**config.mk**
```make
export PLATFORM = sky130hd
export DESIGN_NAME = sbl_top
export DESIGN_NICKNAME = d
export VERILOG_FILES = /design/src/inc/sbl_pkg.sv /design/src/core/sbl_drop_counter.sv /design/src/core/sbl_top.sv
export VERILOG_INCLUDE_DIRS = /design/src /design/src/inc
export SDC_FILE = /design/constraint.sdc
export NUM_CORES = 1
export LEC_CHECK = 0
export BUFFER_PORTS_ARGS = -buffer_cell sky130_fd_sc_hd__buf_2
export CORE_MARGIN = 2
export CORE_UTILIZATION = 25
export DETAILED_ROUTE_END_ITERATION = 10
export HOLD_SLACK_MARGIN = 0.08
export PLACE_DENSITY_LB_ADDON = 0.12
export REMOVE_ABC_BUFFERS = 1
export SLEW_MARGIN = 20
export SYNTH_ARGS = -nofsm -noshare
export SYNTH_HDL_FRONTEND = slang
export SYNTH_SLANG_ARGS = --single-unit
```
**constraint.sdc**
```tcl
create_clock -name sys_clk -period 8 [get_ports sys_clk]
set_input_delay 1.2 -clock sys_clk [delete_from_list [all_inputs] [get_ports sys_clk]]
set_output_delay 1.2 -clock sys_clk [all_outputs]
set_load 0.02 [all_outputs]
```
**src/inc/sbl_consts.svh**
```systemverilog
// Constants for the switch buffer levels and drop counters block.
// Assumes inclusion by bare name from the package and the design modules.
`ifndef SBL_CONSTS_SVH
`define SBL_CONSTS_SVH

// Register indices; byte address is four times the index
`define SBL_IDX_RESUME 16'h1c03
`define SBL_IDX_FLOOD 16'h1c04
`define SBL_IDX_DROP0 16'h1c05
`define SBL_IDX_DROP1 16'h1c06
`define SBL_IDX_DROP2 16'h1c07
`define SBL_ADDR_RESUME 16'h700c
`define SBL_ADDR_FLOOD 16'h7010
`define SBL_ADDR_DROP0 16'h7014
`define SBL_ADDR_DROP1 16'h7018
`define SBL_ADDR_DROP2 16'h701c

// Field layout of the resume threshold register
`define SBL_RESUME_LOW_MSB 15
`define SBL_RESUME_LOW_LSB 8
`define SBL_RESUME_HIGH_MSB 7
`define SBL_RESUME_HIGH_LSB 0
`define SBL_RESUME_W 16
`define SBL_FLOOD_W 8

// Reset values
`define SBL_RESUME_LOW_RST 8'h03
`define SBL_RESUME_HIGH_RST 8'h07
`define SBL_FLOOD_RST 8'h31
`define SBL_COUNT_RST 32'h0000_0000
`define SBL_COUNT_MAX 32'hffff_ffff
`define SBL_COUNT_TEST 32'h07ff_fffc

// Flow control figures
`define SBL_ACTIVE_BUFFERS 8'h24
`define SBL_MULTI_ACTIVE 2'h2
`define SBL_BUFFER_BYTES 128
`define SBL_RESUME_PAUSE_VALUE 16'h0001

`endif

```
**src/inc/sbl_pkg.sv**
```systemverilog
// Types for the switch buffer levels and drop counters block.
// Assumes sbl_consts.svh on the include path.
`include "sbl_consts.svh"

package sbl_pkg;
	typedef enum logic [1:0] {
		SBL_DROP_NONE,
		SBL_DROP_SPACE,
		SBL_DROP_RED,
		SBL_DROP_YELLOW
	} sbl_drop_reason_t;

	typedef enum {
		SBL_BUS_IDLE,
		SBL_BUS_ANSWER
	} sbl_bus_state_t;
endpackage : sbl_pkg
```
**src/core/sbl_drop_counter.sv**
```systemverilog
// One saturating, clear-on-read dropped-packet counter.
// Assumes one clock, asynchronous active-low reset and a clock enable.
`timescale 1ns/1ps
`include "sbl_consts.svh"

module sbl_drop_counter
	import sbl_pkg::*;
(
	input wire logic sys_clk,
	input wire logic reset_n,
	input wire logic clk_en,
	input wire logic inc,
	input wire logic clr,
	input wire logic test_load,
	output logic [31:0] count
);
	logic [31:0] count_ff;
	logic [31:0] nxt_count;
	wire [31:0] clr_base = test_load ? `SBL_COUNT_TEST : `SBL_COUNT_RST;
	wire at_max = (count_ff == `SBL_COUNT_MAX);

	// A drop in the clearing cycle is kept, so no event is lost
	always_comb begin
		if (clr) begin
			nxt_count = clr_base + {31'h0000_0000, inc};
		end else if (inc && !at_max) begin
			nxt_count = count_ff + 32'h0000_0001;
		end else begin
			nxt_count = count_ff;
		end
	end

	always_ff @(posedge sys_clk or negedge reset_n) begin
		if (!reset_n) begin
			count_ff <= `SBL_COUNT_RST;
		end else if (clk_en) begin
			count_ff <= nxt_count;
		end
	end

	assign count = count_ff;
endmodule : sbl_drop_counter

```
**src/core/sbl_top.sv**
```systemverilog
// Buffer level thresholds, flow control hysteresis and drop counters.
// Assumes the switch core supplies usage, pause levels and drop events
// synchronous to sys_clk; host reaches registers over Avalon-MM.
//
// Function
// - When a port's usage falls to the selected resume threshold, a pause frame with value 1 is requested.
// - With 2 or 3 active ports the resume threshold is bits 15:8, reset 03h.
// - With 0 or 1 active ports the resume threshold is bits 7:0, reset 07h.
// - A port with 36 buffers in use counts as active when choosing thresholds.
// - Every threshold counts buffers of 128 bytes each.
// - Flood traffic may hold at most the 8-bit limit in bits 7:0, reset 31h.
// - Ports 0, 1 and 2 each have their own 32-bit drop counter, bumped only by their own drops.
// - Drops for buffer space, red rate and random yellow discards are all counted.
// - Reading a drop counter returns its value and clears it; reset value is zero.
// - A drop counter stops at FFFF_FFFFh and never wraps.
// - Pause starts at the pause threshold and ends at the resume threshold, per port.
// - With counter test set, a read loads the counter with 7FFF_FFC instead of zero.
`timescale 1ns/1ps
`include "sbl_consts.svh"

module sbl_top
	import sbl_pkg::*;
#(
	parameter int NUM_PORTS = 3,
	parameter int USAGE_W = 8
)
(
	input wire logic sys_clk,
	input wire logic reset_n,
	input wire logic clk_en,
	// Avalon-MM slave, byte addressed
	input wire logic [15:0] avs_address,
	input wire logic avs_read,
	input wire logic avs_write,
	input wire logic [31:0] avs_writedata,
	input wire logic [3:0] avs_byteenable,
	output logic [31:0] avs_readdata,
	output logic avs_waitrequest,
	// Per-port usage from the switch core, packed port 0 lowest
	input wire logic [NUM_PORTS*USAGE_W-1:0] port_usage,
	// Pause thresholds from the neighbouring pause level register
	input wire logic [7:0] flow_pause_threshold_low,
	input wire logic [7:0] flow_pause_threshold_high,
	// Counter test bit from the buffer manager config register
	input wire logic counter_test,
	// Flood traffic usage
	input wire logic [7:0] flood_usage,
	output logic flood_limit_reached,
	// Drop events
	input wire logic drop_valid,
	input wire logic [1:0] drop_port,
	input wire logic [1:0] drop_reason,
	// Flow control towards the MACs
	output logic [NUM_PORTS-1:0] flow_paused,
	output logic [NUM_PORTS-1:0] pause_start,
	output logic [NUM_PORTS-1:0] pause_resume,
	output logic [15:0] resume_pause_value,
	output logic [1:0] active_ports
);
	generate
		if (NUM_PORTS != 3) begin : g_bad_ports
			$error("sbl_top supports exactly three ports");
		end
		if (USAGE_W < 6 || USAGE_W > 8) begin : g_bad_usage
			$error("sbl_top usage width must be 6 to 8 bits");
		end
	endgenerate

	// Register state
	logic [7:0] resume_low_ff;
	logic [7:0] resume_high_ff;
	logic [7:0] flood_limit_ff;
	logic [31:0] readdata_ff;
	sbl_bus_state_t bus_state_ff;
	sbl_bus_state_t nxt_bus_state;
	logic [NUM_PORTS-1:0] paused_ff;
	logic [NUM_PORTS-1:0] nxt_paused;
	logic [NUM_PORTS-1:0] start_ff;
	logic [NUM_PORTS-1:0] resume_ff;
	logic [15:0] pause_value_ff;

	// Bus decode
	wire bus_req = avs_read | avs_write;
	wire bus_take = bus_req && (bus_state_ff == SBL_BUS_IDLE);
	wire rd_take = bus_take && avs_read;
	wire wr_take = bus_take && avs_write;
	wire sel_resume = (avs_address == `SBL_ADDR_RESUME);
	wire sel_flood = (avs_address == `SBL_ADDR_FLOOD);
	wire sel_drop0 = (avs_address == `SBL_ADDR_DROP0);
	wire sel_drop1 = (avs_address == `SBL_ADDR_DROP1);
	wire sel_drop2 = (avs_address == `SBL_ADDR_DROP2);
	wire [NUM_PORTS-1:0] sel_drop = {sel_drop2, sel_drop1, sel_drop0};
	wire wr_resume = wr_take && sel_resume;
	wire wr_flood = wr_take && sel_flood;

	// One wait cycle: the request is taken, then answered on the next edge
	assign avs_waitrequest = bus_req && (bus_state_ff == SBL_BUS_IDLE);
	assign avs_readdata = readdata_ff;

	always_comb begin
		case (bus_state_ff)
			SBL_BUS_IDLE: begin
				nxt_bus_state = bus_req ? SBL_BUS_ANSWER : SBL_BUS_IDLE;
			end
			SBL_BUS_ANSWER: begin
				nxt_bus_state = SBL_BUS_IDLE;
			end
			default: begin
				nxt_bus_state = SBL_BUS_IDLE;
			end
		endcase
	end

	// Drop counters
	wire drop_counted = drop_valid && (drop_reason != SBL_DROP_NONE);
	logic [31:0] drop_count [NUM_PORTS];

	genvar gp;
	generate
		for (gp = 0; gp < NUM_PORTS; gp++) begin : g_drop
			wire port_hit = drop_counted && (drop_port == 2'(gp));
			sbl_drop_counter u_cnt (
				.sys_clk(sys_clk),
				.reset_n(reset_n),
				.clk_en(clk_en),
				.inc(port_hit),
				.clr(rd_take && sel_drop[gp]),
				.test_load(counter_test),
				.count(drop_count[gp])
			);
		end
	endgenerate

	// Read mux; value is captured in the same edge that clears the counter
	wire [31:0] rd_resume = {16'h0000, resume_low_ff, resume_high_ff};
	wire [31:0] rd_flood = {24'h00_0000, flood_limit_ff};
	wire [31:0] rd_value = sel_resume ? rd_resume :
		sel_flood ? rd_flood :
		sel_drop0 ? drop_count[0] :
		sel_drop1 ? drop_count[1] :
		sel_drop2 ? drop_count[2] : 32'h0000_0000;

	// Register writes honour byte lanes; upper bits are not stored
	wire [7:0] nxt_resume_high = avs_byteenable[0] ? avs_writedata[7:0] : resume_high_ff;
	wire [7:0] nxt_resume_low = avs_byteenable[1] ? avs_writedata[15:8] : resume_low_ff;
	wire [7:0] nxt_flood = avs_byteenable[0] ? avs_writedata[7:0] : flood_limit_ff;

	always_ff @(posedge sys_clk or negedge reset_n) begin
		if (!reset_n) begin
			bus_state_ff <= SBL_BUS_IDLE;
			readdata_ff <= 32'h0000_0000;
		end else if (clk_en) begin
			bus_state_ff <= nxt_bus_state;
			if (rd_take) begin
				readdata_ff <= rd_value;
			end
		end
	end

	always_ff @(posedge sys_clk or negedge reset_n) begin
		if (!reset_n) begin
			resume_low_ff <= `SBL_RESUME_LOW_RST;
			resume_high_ff <= `SBL_RESUME_HIGH_RST;
			flood_limit_ff <= `SBL_FLOOD_RST;
		end else if (clk_en) begin
			if (wr_resume) begin
				resume_low_ff <= nxt_resume_low;
				resume_high_ff <= nxt_resume_high;
			end
			if (wr_flood) begin
				flood_limit_ff <= nxt_flood;
			end
		end
	end

	// Active port count and threshold choice, all in 128-byte buffers
	logic [NUM_PORTS-1:0] port_active;
	logic [USAGE_W-1:0] usage [NUM_PORTS];

	generate
		for (gp = 0; gp < NUM_PORTS; gp++) begin : g_usage
			assign usage[gp] = port_usage[gp*USAGE_W +: USAGE_W];
			assign port_active[gp] = (8'(usage[gp]) >= `SBL_ACTIVE_BUFFERS);
		end
	endgenerate

	wire [1:0] n_active = {1'b0, port_active[0]} + {1'b0, port_active[1]} + {1'b0, port_active[2]};
	wire multi_active = (n_active >= `SBL_MULTI_ACTIVE);
	wire [7:0] resume_thr = multi_active ? resume_low_ff : resume_high_ff;
	wire [7:0] pause_thr = multi_active ? flow_pause_threshold_low : flow_pause_threshold_high;

	// Flood cap: at the limit further flood traffic must be refused
	assign flood_limit_reached = (flood_usage >= flood_limit_ff);

	// Hysteresis: a paused port stays paused until usage falls to resume level
	logic [NUM_PORTS-1:0] go_pause;
	logic [NUM_PORTS-1:0] go_resume;

	generate
		for (gp = 0; gp < NUM_PORTS; gp++) begin : g_flow
			wire [7:0] u8 = 8'(usage[gp]);
			assign go_pause[gp] = !paused_ff[gp] && (u8 >= pause_thr);
			assign go_resume[gp] = paused_ff[gp] && (u8 <= resume_thr);
			assign nxt_paused[gp] = go_pause[gp] ? 1'b1 : (go_resume[gp] ? 1'b0 : paused_ff[gp]);
		end
	endgenerate

	always_ff @(posedge sys_clk or negedge reset_n) begin
		if (!reset_n) begin
			paused_ff <= '0;
			start_ff <= '0;
			resume_ff <= '0;
			pause_value_ff <= 16'h0000;
		end else if (clk_en) begin
			paused_ff <= nxt_paused;
			start_ff <= go_pause;
			resume_ff <= go_resume;
			if (|go_resume) begin
				pause_value_ff <= `SBL_RESUME_PAUSE_VALUE;
			end
		end
	end

	assign flow_paused = paused_ff;
	assign pause_start = start_ff;
	assign pause_resume = resume_ff;
	assign resume_pause_value = pause_value_ff;
	assign active_ports = n_active;
endmodule : sbl_top

```
==> results_dict.tcl <==
set metrics [dict create \
    grt_usage_pct 17.7 \
    routed-via-count 9775 \
    fillCellCount 4463 \
    syn-instance-count 1189 \
    antenna_found_initial 1 \
    nets 1463 \
    crit_fanout 17 \
    clock_sinks 163 \
    ys_seq_elements 163 \
    fin_cells 1850 \
    drc 0 \
    drive_gt1_share_pct 18.6 \
    ctsHtreeMaxLevel 4 \
    grtUsageMet2_pct 27.9 \
    async_flop_share_pct 100 \
    gp_congestion 0.811 \
    ir_drop_mv 0.152 \
    fin_util_pct 29.5 \
    cpPeakStageDelay_ns 0.63 \
    reg2reg_from "bus_state_ff[0]$_DFFE_PN0P_" \
    first_global_vias 9423 \
    startpoint_type "input port" \
    skew_ns 0.0125 \
    maxSlewViolCount 0 \
    drt_iter0_drc 844 \
    holdWs_ns 0.481 \
    crit_path_end_kind "flop" \
    layout_commonest_cell "dfrtp_1" \
    path_clk_slew_ns 0.08 \
    p_per_area_nw_per_um2 177 \
    status "completed" \
    hold_path_end "avs_readdata[15]$_DFFE_PN0P_" \
    pre_cts_ws_ns 3.06 \
    setup_violations 0 \
    area_growth_pct 17.0 \
    timing.slew.headroom_pct 20.6 \
    hold_viol_final 0 \
    cts_resized 0 \
    cts_tree "yes" \
    reg2reg_to "g_drop[0].u_cnt.count[25]$_DFFE_PN0P_" \
    io-pin-count 172 \
    die_y_um 209 \
    finalCritPeriodShare_pct 54.6 \
    io_buffer_count 138 \
    cp.arrival_ns 4.67 \
    rsz0062_at_grt "no" \
    grt_max_degree 64 \
    coreArea_sq_um 41700 \
    ys_warn_count 0 \
    yosysSeqAreaShare_pct 38.9 \
    cts_setup_buffers 0 \
    grt_use_met1_pct 25.1 \
    overflow 0 \
    worstHoldPathCells 1 \
    hold_start "avs_readdata[15]$_DFFE_PN0P_" \
    wl_per_cell_um 20.8 \
    clk_latency_ns 0.45 \
    initial_core_util_pct 25.2 \
    r2r_slack_ns 4.59 \
    routed_via_density 5.28 \
    grt_use_met3_pct 2.46 \
    final_cell_mix "dfrtp_1 (155), buf_2 (137), a21oi_1 (117)" \
    syn_area_per_cell_sq_um 8.84 \
    tns_ns 0 \
    cts-hold-fix-buffers 0 \
    fin_crit_ns 4.37 \
    die_w_um 209 \
    die_area_sq_um 43700 \
    tightest_slew_ns 1.18 \
    synth_area_sq_um 10500 \
    rr_worst_depth 7 \
    fin_ws_ns 3.63 \
    p_leak_nw 5.26 \
    critPathKind "input port to flop" \
    dr.pass1.iters 7 \
    synth_top_flop_cell "dfrtp_1" \
    final-seq-area_sq_um 4090 \
    fp-row-count 75 \
    cts_root_buf "clkbuf_16" \
    worstPathRequired_ns 8.31 \
    multi_input_area_sq_um 5980 \
    worstPathCellList "buf_2 > o31a_1 > nor3_1 > fa_1 > buf_4 > mux2i_1 > ha_1 > and4_1 > and2_1 > a41oi_1 > nor2_1 > or4b_2" \
    critPathSlowestCell "or4b_2" \
    cts_made_buffers 17 \
    postRouteAntennaNets 0 \
    synth_cell_types 77 \
    dp_hpwl_um 28800 \
    busiest_layer "met2" \
    placed_cells 1817 \
    hold_class "flop to flop" \
    grt_pass1_wl_um 59100 \
    fmax_ghz 0.229 \
    drt-total-wl_um 38500 \
    synth-edff-count 0 \
    max_cap_viol_count 0 \
    cts_buffer_depth 2 \
]
## through the flow
stage          cell area [sq um]  power [mW]
3_3_place_gp               11700        1.32
6_report                   12300        2.17
5_1_grt                    12300        2.28
3_5_place_dp               11700        1.33
4_1_cts                    12300        2.21
2_1_floorplan              10200        1.15
## logic make-up (layout without fill, tap and decap cells)
family	count (synthesis)	after routing	synth area share [%]
and+or+nand+nor	431	431	20.7
AOI/OAI and AO/OA	367	367	22.9
DFF	163	163	38.9
buffers and inverters	113	220	5.03
adders and majority gates	60	60	7.10
muxes	42	42	4.32
xor gates and xnor gates	12	12	1.00
other	1	16	0.0357
## final cells by class
type	count	area share [%]
Multi-Input combinational cell	927	48.6
Clock inverter	15	1.49
Tap cell	539	5.49
Clock buffer	17	3.46
Sequential cell	163	33.3
Antenna cell	1	0.0204
Inverter	34	1.04
Timing Repair Buffer	154	6.65
## synth_stat cells, types with 31 or more instances
cell type  count  share of area, %
a21oi_1      117               5.6
a222oi_1      32               3.0
clkbuf_1      49               1.8
dfrtp_1      155                37
ha_1          54               6.4
inv_1         33               1.2
nand2_1      115               4.1
nand3_1       64               3.0
nand4_1       31               1.8
nor2_1        82               2.9
nor3_1        31               1.5
o21ai_0       83               4.0
## registers in the layout (all words and copies together) (netlist names)
| signal | count |
|---|---|
| resume_pause_value | 1 |
| pause_resume | 3 |
| resume_high_ff | 8 |
| pause_start | 3 |
| g_drop.u_cnt.count | 96 |
| bus_state_ff | 1 |
| resume_low_ff | 8 |
| flow_paused | 3 |
| flood_limit_ff | 8 |
| avs_readdata | 32 |
## routing by layer
metal  vias up  part of all wire (%)
met1      4778                    49
met4         0                   1.7
li1       4713                     -
met3        31                   4.3
met5         -                     0
met2       253                    45
## how the worst max path moves through the flow
stage / to / slack [ns] / start / cells after the start
final: resume_pause_value[0]$_DFFE_PN0P_ / 3.63 / port_usage[4] / 12
after detailed placement: resume_pause_value[0]$_DFFE_PN0P_ / 3.06 / port_usage[2] / 12
after floorplan: resume_pause_value[0]$_DFFE_PN0P_ / 3.58 / port_usage[4] / 11
after global routing: resume_pause_value[0]$_DFFE_PN0P_ / 3.41 / port_usage[2] / 12
after global placement: resume_pause_value[0]$_DFFE_PN0P_ / 3.10 / port_usage[2] / 12
after CTS: resume_pause_value[0]$_DFFE_PN0P_ / 3.53 / port_usage[2] / 12
## worst max-delay path: cells and delay by family
family / cells / cell delay, ns
buf+inv: 2 / 0.42
compound gates: 2 / 0.54
simple gates: 5 / 1.37
fa+ha+maj: 2 / 0.58
mux: 1 / 0.55
## report_power, final
part           switching (mW)  internal (mW)  leakage (nW)  total (mW)
Sequential             0.0896          0.886          2.18       0.975
Clock                   0.413          0.449         0.291       0.862
Combinational           0.215          0.119          2.79       0.333
Power figures use the tool's default switching activity.
